## src/design/psr_pkg.sv

```systemverilog
package psr_pkg;
  localparam int CLK_PERIOD_NS = 10;
  localparam int ADDR_W = 20;
  localparam int DATA_W = 16;
  localparam int INIT_TIME_US = 50;
  localparam int INIT_CYC = (INIT_TIME_US * 1000 + CLK_PERIOD_NS - 1)
                            / CLK_PERIOD_NS;
  localparam int MAX_SEL_US = 15;
  localparam int MAX_SEL_CYC = MAX_SEL_US * 1000 / CLK_PERIOD_NS;
  localparam int GAP_NS = 5;
  // strictly more than the gap, at least one cycle
  localparam int GAP_CYC = GAP_NS / CLK_PERIOD_NS + 1;
  localparam int ACC_NS = 70;
  localparam int ACC_CYC = (ACC_NS + CLK_PERIOD_NS - 1) / CLK_PERIOD_NS;
  localparam int FLOAT_NS = 30;
  localparam int SETUP_NS = 30;
  // strobe longer than float plus setup, kept no shorter than access time too
  localparam int WP_SUM_CYC = (FLOAT_NS + SETUP_NS) / CLK_PERIOD_NS + 1;
  localparam int WP_CYC = (WP_SUM_CYC > ACC_CYC) ? WP_SUM_CYC : ACC_CYC;
  localparam int HOLD_CYC = 1;
  localparam int CNT_W = 16;

  typedef enum logic [4:0] {
    PSR_INIT = 5'h01,
    PSR_IDLE = 5'h02,
    PSR_READ = 5'h04,
    PSR_WRITE = 5'h08,
    PSR_HOLD = 5'h10
  } psr_state_type;

  typedef struct packed {
    psr_state_type st;
    logic [CNT_W-1:0] cnt;
    logic [ADDR_W-1:0] addr;
    logic [DATA_W-1:0] wdata;
    logic [DATA_W-1:0] rdata;
    logic [1:0] lane_n;
    logic sel;
    logic we_n;
    logic oe_n;
    logic dq_oe;
    logic rvalid;
    logic done;
  } psr_regs_type;
endpackage

```

## src/design/psr_host.sv

```systemverilog
`timescale 1ns/100ps
module psr_host
  import psr_pkg::*;
#(
  parameter int INIT_CYCLES = INIT_CYC,
  parameter int MAX_SEL_CYCLES = MAX_SEL_CYC
) (
  input wire logic clk_sys_i,
  input wire logic nrst_i,
  input wire logic req_valid_i,
  input wire logic req_write_i,
  input wire logic [ADDR_W-1:0] req_addr_i,
  input wire logic [DATA_W-1:0] req_wdata_i,
  input wire logic [1:0] req_lane_en_i,
  output logic req_ready_o,
  output logic rsp_valid_o,
  output logic [DATA_W-1:0] rsp_rdata_o,
  output logic wr_done_o,
  output logic init_busy_o,
  output logic [ADDR_W-1:0] mem_addr_o,
  output logic primary_select_n_o,
  output logic secondary_select_o,
  output logic output_drive_n_o,
  output logic write_strobe_n_o,
  output logic upper_lane_n_o,
  output logic lower_lane_n_o,
  input wire logic [DATA_W-1:0] mem_dq_i,
  output logic [DATA_W-1:0] mem_dq_o,
  output logic mem_dq_oe_o
);

  psr_regs_type r_q, r_d;
  logic [CNT_W-1:0] sel_cnt_q;

  ////////////////////////////////////////////////////////////////////////////
  always_comb begin
    r_d = r_q;
    r_d.rvalid = 1'b0;
    r_d.done = 1'b0;
    case (r_q.st)
      PSR_INIT: begin
        // select held off during self-initialisation
        if (r_q.cnt == CNT_W'(INIT_CYCLES - 1)) begin
          r_d.st = PSR_IDLE;
          r_d.cnt = '0;
        end else begin
          r_d.cnt = r_q.cnt + 1'b1;
        end
      end
      PSR_IDLE: begin
        // all qualifiers set up together with address and data
        if (req_valid_i && req_lane_en_i != 2'b00) begin
          r_d.addr = req_addr_i;
          r_d.wdata = req_wdata_i;
          r_d.lane_n = ~req_lane_en_i;
          r_d.sel = 1'b1;
          r_d.cnt = '0;
          if (req_write_i) begin
            r_d.st = PSR_WRITE;
            r_d.we_n = 1'b0;
            r_d.oe_n = 1'b1;
            r_d.dq_oe = 1'b1;
          end else begin
            r_d.st = PSR_READ;
            r_d.we_n = 1'b1;
            r_d.oe_n = 1'b0;
            r_d.dq_oe = 1'b0;
          end
        end
      end
      PSR_READ: begin
        if (r_q.cnt == CNT_W'(ACC_CYC - 1)) begin
          r_d.rdata = mem_dq_i;
          r_d.rvalid = 1'b1;
          r_d.st = PSR_HOLD;
          r_d.cnt = '0;
          r_d.sel = 1'b0;
          r_d.oe_n = 1'b1;
          r_d.lane_n = 2'b11;
        end else begin
          r_d.cnt = r_q.cnt + 1'b1;
        end
      end
      PSR_WRITE: begin
        // strobe released alone ends the write; data held one more cycle
        if (r_q.cnt == CNT_W'(WP_CYC - 1)) begin
          r_d.we_n = 1'b1;
          r_d.st = PSR_HOLD;
          r_d.cnt = '0;
        end else begin
          r_d.cnt = r_q.cnt + 1'b1;
        end
      end
      PSR_HOLD: begin
        // close select and data after the write end, then idle the gap
        r_d.sel = 1'b0;
        r_d.dq_oe = 1'b0;
        r_d.lane_n = 2'b11;
        if (r_q.sel) begin
          r_d.done = ~r_q.dq_oe ? 1'b0 : 1'b1;
          r_d.cnt = '0;
        end else if (r_q.cnt == CNT_W'(GAP_CYC - 1)) begin
          r_d.st = PSR_IDLE;
          r_d.cnt = '0;
        end else begin
          r_d.cnt = r_q.cnt + 1'b1;
        end
      end
      default: begin
        r_d.st = PSR_INIT;
        r_d.cnt = '0;
      end
    endcase
  end

  always_ff @(posedge clk_sys_i or negedge nrst_i) begin
    if (!nrst_i) begin
      r_q <= '{st: PSR_INIT, cnt: '0, addr: '0, wdata: '0, rdata: '0,
               lane_n: 2'b11, sel: 1'b0, we_n: 1'b1, oe_n: 1'b1,
               dq_oe: 1'b0, rvalid: 1'b0, done: 1'b0};
    end else begin
      r_q <= r_d;
    end
  end

  // select-window watch, helper for the window check
  always_ff @(posedge clk_sys_i or negedge nrst_i) begin
    if (!nrst_i) begin
      sel_cnt_q <= '0;
    end else if (r_q.sel) begin
      sel_cnt_q <= sel_cnt_q + 1'b1;
    end else begin
      sel_cnt_q <= '0;
    end
  end

  ////////////////////////////////////////////////////////////////////////////
  assign req_ready_o = (r_q.st == PSR_IDLE);
  assign rsp_valid_o = r_q.rvalid;
  assign rsp_rdata_o = r_q.rdata;
  assign wr_done_o = r_q.done;
  assign init_busy_o = (r_q.st == PSR_INIT);
  assign mem_addr_o = r_q.addr;
  assign primary_select_n_o = ~r_q.sel;
  assign secondary_select_o = r_q.sel;
  assign output_drive_n_o = r_q.oe_n;
  assign write_strobe_n_o = r_q.we_n;
  assign upper_lane_n_o = r_q.lane_n[1];
  assign lower_lane_n_o = r_q.lane_n[0];
  assign mem_dq_o = r_q.wdata;
  assign mem_dq_oe_o = r_q.dq_oe;

  ////////////////////////////////////////////////////////////////////////////
  property p_init_desel;
    @(posedge clk_sys_i) disable iff (!nrst_i)
      init_busy_o |-> primary_select_n_o && !secondary_select_o;
  endproperty
  a_init_desel: assert property (p_init_desel)
    else $error("select during init");

  property p_sel_window;
    @(posedge clk_sys_i) disable iff (!nrst_i)
      sel_cnt_q < CNT_W'(MAX_SEL_CYCLES);
  endproperty
  a_sel_window: assert property (p_sel_window)
    else $error("select window too long");

  property p_gap;
    @(posedge clk_sys_i) disable iff (!nrst_i)
      $rose(primary_select_n_o) |-> primary_select_n_o [*2];
  endproperty
  a_gap: assert property (p_gap)
    else $error("deselect gap too short");

  property p_addr_stable;
    @(posedge clk_sys_i) disable iff (!nrst_i)
      !primary_select_n_o && $past(!primary_select_n_o)
        |-> $stable(mem_addr_o);
  endproperty
  a_addr_stable: assert property (p_addr_stable)
    else $error("address moved while selected");

  property p_wpulse;
    @(posedge clk_sys_i) disable iff (!nrst_i)
      $fell(write_strobe_n_o) |-> !write_strobe_n_o [*7];
  endproperty
  a_wpulse: assert property (p_wpulse)
    else $error("write pulse too short");

  property p_data_hold;
    @(posedge clk_sys_i) disable iff (!nrst_i)
      $rose(write_strobe_n_o) |-> mem_dq_oe_o && $stable(mem_dq_o);
  endproperty
  a_data_hold: assert property (p_data_hold)
    else $error("write data not held at write end");

  property p_we_in_sel;
    @(posedge clk_sys_i) disable iff (!nrst_i)
      !write_strobe_n_o |-> !primary_select_n_o && secondary_select_o;
  endproperty
  a_we_in_sel: assert property (p_we_in_sel)
    else $error("strobe outside select");

  property p_no_clash;
    @(posedge clk_sys_i) disable iff (!nrst_i)
      mem_dq_oe_o |-> output_drive_n_o;
  endproperty
  a_no_clash: assert property (p_no_clash)
    else $error("bus contention");

  property p_read_time;
    @(posedge clk_sys_i) disable iff (!nrst_i)
      $fell(output_drive_n_o) |-> ##7 rsp_valid_o;
  endproperty
  a_read_time: assert property (p_read_time)
    else $error("read answer late");

  c_read: cover property (@(posedge clk_sys_i) rsp_valid_o);
  c_write: cover property (@(posedge clk_sys_i) wr_done_o);
  c_b2b: cover property (@(posedge clk_sys_i)
    wr_done_o ##[1:10] rsp_valid_o);
endmodule

```

## config.mk

```make
export PLATFORM = sky130hd
export DESIGN_NAME = psr_host
export DESIGN_NICKNAME = d
export VERILOG_FILES = /design/src/design/psr_pkg.sv /design/src/design/psr_host.sv
export SDC_FILE = /design/constraint.sdc
export NUM_CORES = 1
export LEC_CHECK = 0
export ABC_CLOCK_PERIOD_IN_PS = 4600
export BUFFER_PORTS_ARGS = -buffer_cell sky130_fd_sc_hd__buf_2
export CORE_MARGIN = 1
export CORE_UTILIZATION = 49
export DETAILED_ROUTE_END_ITERATION = 10
export PLACE_DENSITY = 0.82
export SYNTH_ARGS = -nofsm -noshare
export SYNTH_HDL_FRONTEND = slang
export SYNTH_SLANG_ARGS = --single-unit
```

## constraint.sdc

```tcl
create_clock -name clk_sys_i -period 4.6 [get_ports clk_sys_i]
set_input_delay 0.46 -clock clk_sys_i [delete_from_list [all_inputs] [get_ports clk_sys_i]]
set_output_delay 0.46 -clock clk_sys_i [all_outputs]
set_load 0.03 [all_outputs]
```

==> flow_summary.yaml <==
setup_path:
  crit_type: "flip-flop to flip-flop"
  crit_path_end_kind: "flip-flop"
  cp-start-kind: "flip-flop"
  crit_required_ps: 4790
  crit_arrival_ps: 2730
  cp_max_fo: 14
power_and_ir_drop:
  power_per_cell_area_nw_per_um2: 600
  power_w: 0.00268
  leakage_nw: 2.24
  irDropWorstVdd_mv: 0.258
synth:
  ys_types: 45
  synth_cells: 331
  synth.avg_cell_area_um2: 11.9
  ys.flop_type: "dfrtp_1"
  ys_seq_area_share_pct: 51.6
  synth-edff-count: 0
  synth.ff_latch_count: 81
  ys_async_sr_fraction_pct: 100
  yosysWarnings: 0
  syn_nets: 392
  syn_area_um2: 3940
detailed_routing:
  wl_per_cell_um: 13.9
  drc: 0
  vias: 2590
  wl_um: 7070
  first_iter_violations: 87
  drtPass1Iterations: 4
  drt-vias-per-instance: 5.10
  final_antenna_net_count: 0
clock_network:
  clock_sinks: 81
  cts_buffers: 9
  cts_resized: 0
  postCtsSetupBuffers: 0
  cts_tree: "done"
  clockRootBuffer: "clkbuf_8"
  clockBufferDepth: 2
  path_clk_slew_ps: 90
  htreeDepth: 3
  insertion_delay_ps: 350
  cts_hold_buf: 0
sta:
  drv_slew: 0
  fmax_ghz: 0.395
  relSlewSlack_pct: 26.3
  finalSetupTns_ps: 0
  hold_violations: 0
  fin_crit_sh_pct: 55.1
  hold_slack_ps: 246
  finalCriticalPeriod_ps: 2530
  rsz0062_at_grt: "false"
  skew_ps: 14.9
  setup_viol: 0
  max_slew.worst_pin.slew_ps: 1100
cells_and_area:
  final_common_cell: "buf_2"
  diodes: 0
  drive_gt1_share_pct: 53.9
  area_delta_synth_final_pct: 13.4
  final_cell_mix: "buf_2, dfrtp_1, mux2_2, nand2_1, o21ai_0"
  fin_nets: 463
placement:
  gp_congestion: 0.845
  port_buffers: 120
  hpwlAfterDp_um: 5060
worst_hold_path:
  hold_class: "input port to flip-flop"
die:
  die_area_um2: 8400
  initial_core_util_pct: 50.7
  dieHeight_um: 91.6
  ios: 121
  core_um2: 7770
  die_x_um: 91.6
  rows: 32
grt:
  grt_pass1_vias: 2562
  grt_max_degree: 82
  grt_overflow_total: 0
  antenna_found_initial: 0
  grt_usage_pct: 17.8
  grt_pass1_wl_um: 11800
run:
  max_cap_violations: 0
status:
  status: "completed"
[synth_stat cells, drive strengths merged, types with 2 or more instances]
cell type	number	area share, %
mux2	52	15
nand4	6	0.95
o31ai	2	0.38
nand2	13	1.2
mux2i	2	0.51
dfrtp	76	48
nor4	5	1.7
ha	3	0.95
o22ai	2	0.32
and3	6	0.99
o21ai	13	1.7
dfstp	5	3.3
xor2	11	2.4
nor3	10	1.7
inv	8	0.76
a21oi	5	0.64
buf	59	11
clkbuf	2	0.19
nand3	11	1.5
nor2	22	2.7
nor2b	3	0.48
[state kept, by name, summed over array words and instances (netlist names), 16 cells and up]
register,count
mem_addr_o,20
rsp_rdata_o,16
r_q,21
mem_dq_o,16
[routing by layer]
| metal | vias to the layer above | track usage [%] | share of wire (%) |
|---|---|---|---|
| met5 | - | 0 | 0 |
| met4 | 0 | 8.47 | 1.2 |
| met3 | 9 | 3.98 | 5.8 |
| met2 | 93 | 28.1 | 47 |
| met1 | 1256 | 23.3 | 46 |
| li1 | 1232 | - | - |
[path summary, 6_finish.rpt]
check / from / to / slack, ps / cells after the start
worst min-delay path: req_lane_en_i[1] / upper_lane_n_o$_DFFE_PN1P_ / 250 / 2
worst min register to register: mem_addr_o[4]$_DFFE_PN0P_ / mem_addr_o[4]$_DFFE_PN0P_ / 500 / 1
worst max register to register: r_q[60]$_DFFE_PN0P_ / r_q[62]$_DFFE_PN0P_ / 2070 / 7
min in group asynchronous: nrst_i / mem_dq_o[12]$_DFFE_PN0P_ / 260 / 1
worst max-delay path: r_q[60]$_DFFE_PN0P_ / r_q[62]$_DFFE_PN0P_ / 2070 / 7
max in group asynchronous: nrst_i / r_q[73]$_DFFE_PN0P_ / 3700 / 1
[power by group]
group / switching [W] / internal, W
registers: 0.000112 / 0.000927
clock network: 0.000260 / 0.000305
logic: 0.000692 / 0.000380
[critical path: stages, from the launching register on]
cell and delay [ps]:
dfrtp_1 400, inv_1 120, ha_1 180, nor4bb_1 260, and4_2 280, nor2_1 90, nor4_4 890, nor3_1 160
[metrics by stage]
stage                     util, %  instances  setup WS (ps)  instance area, um^2
final                        57.5        508           2070                 4460
after global routing         57.5        508           1870                 4460
after CTS                    57.5        508           2070                 4460
after detailed placement     54.7        493           2050                 4250
after global placement       54.7        493           2120                 4250
after floorplan                 -        331           2680                 3940
[area by class of cell]
cell class | instances | area, um^2
Timing Repair Buffer | 121 | 611
Multi-Input combinational cell | 181 | 1450
Inverter | 8 | 30.0
Sequential cell | 81 | 2030
Fill cell | 651 | 3300
Clock inverter | 6 | 91.3
Tap cell | 102 | 128
Clock buffer | 9 | 124
[logic make-up after synthesis]
kind of cell / Yosys count / synth area share (%)
AOI/OAI and AO/OA: 29 / 4.64
adders and majority gates: 3 / 0.953
and+or+nand+nor: 84 / 13.0
buffers and inverters: 69 / 11.9
xor gates and xnor gates: 11 / 2.45
DFF: 81 / 51.6
muxes: 54 / 15.4
No activity file was read; power rests on OpenSTA's default activity.
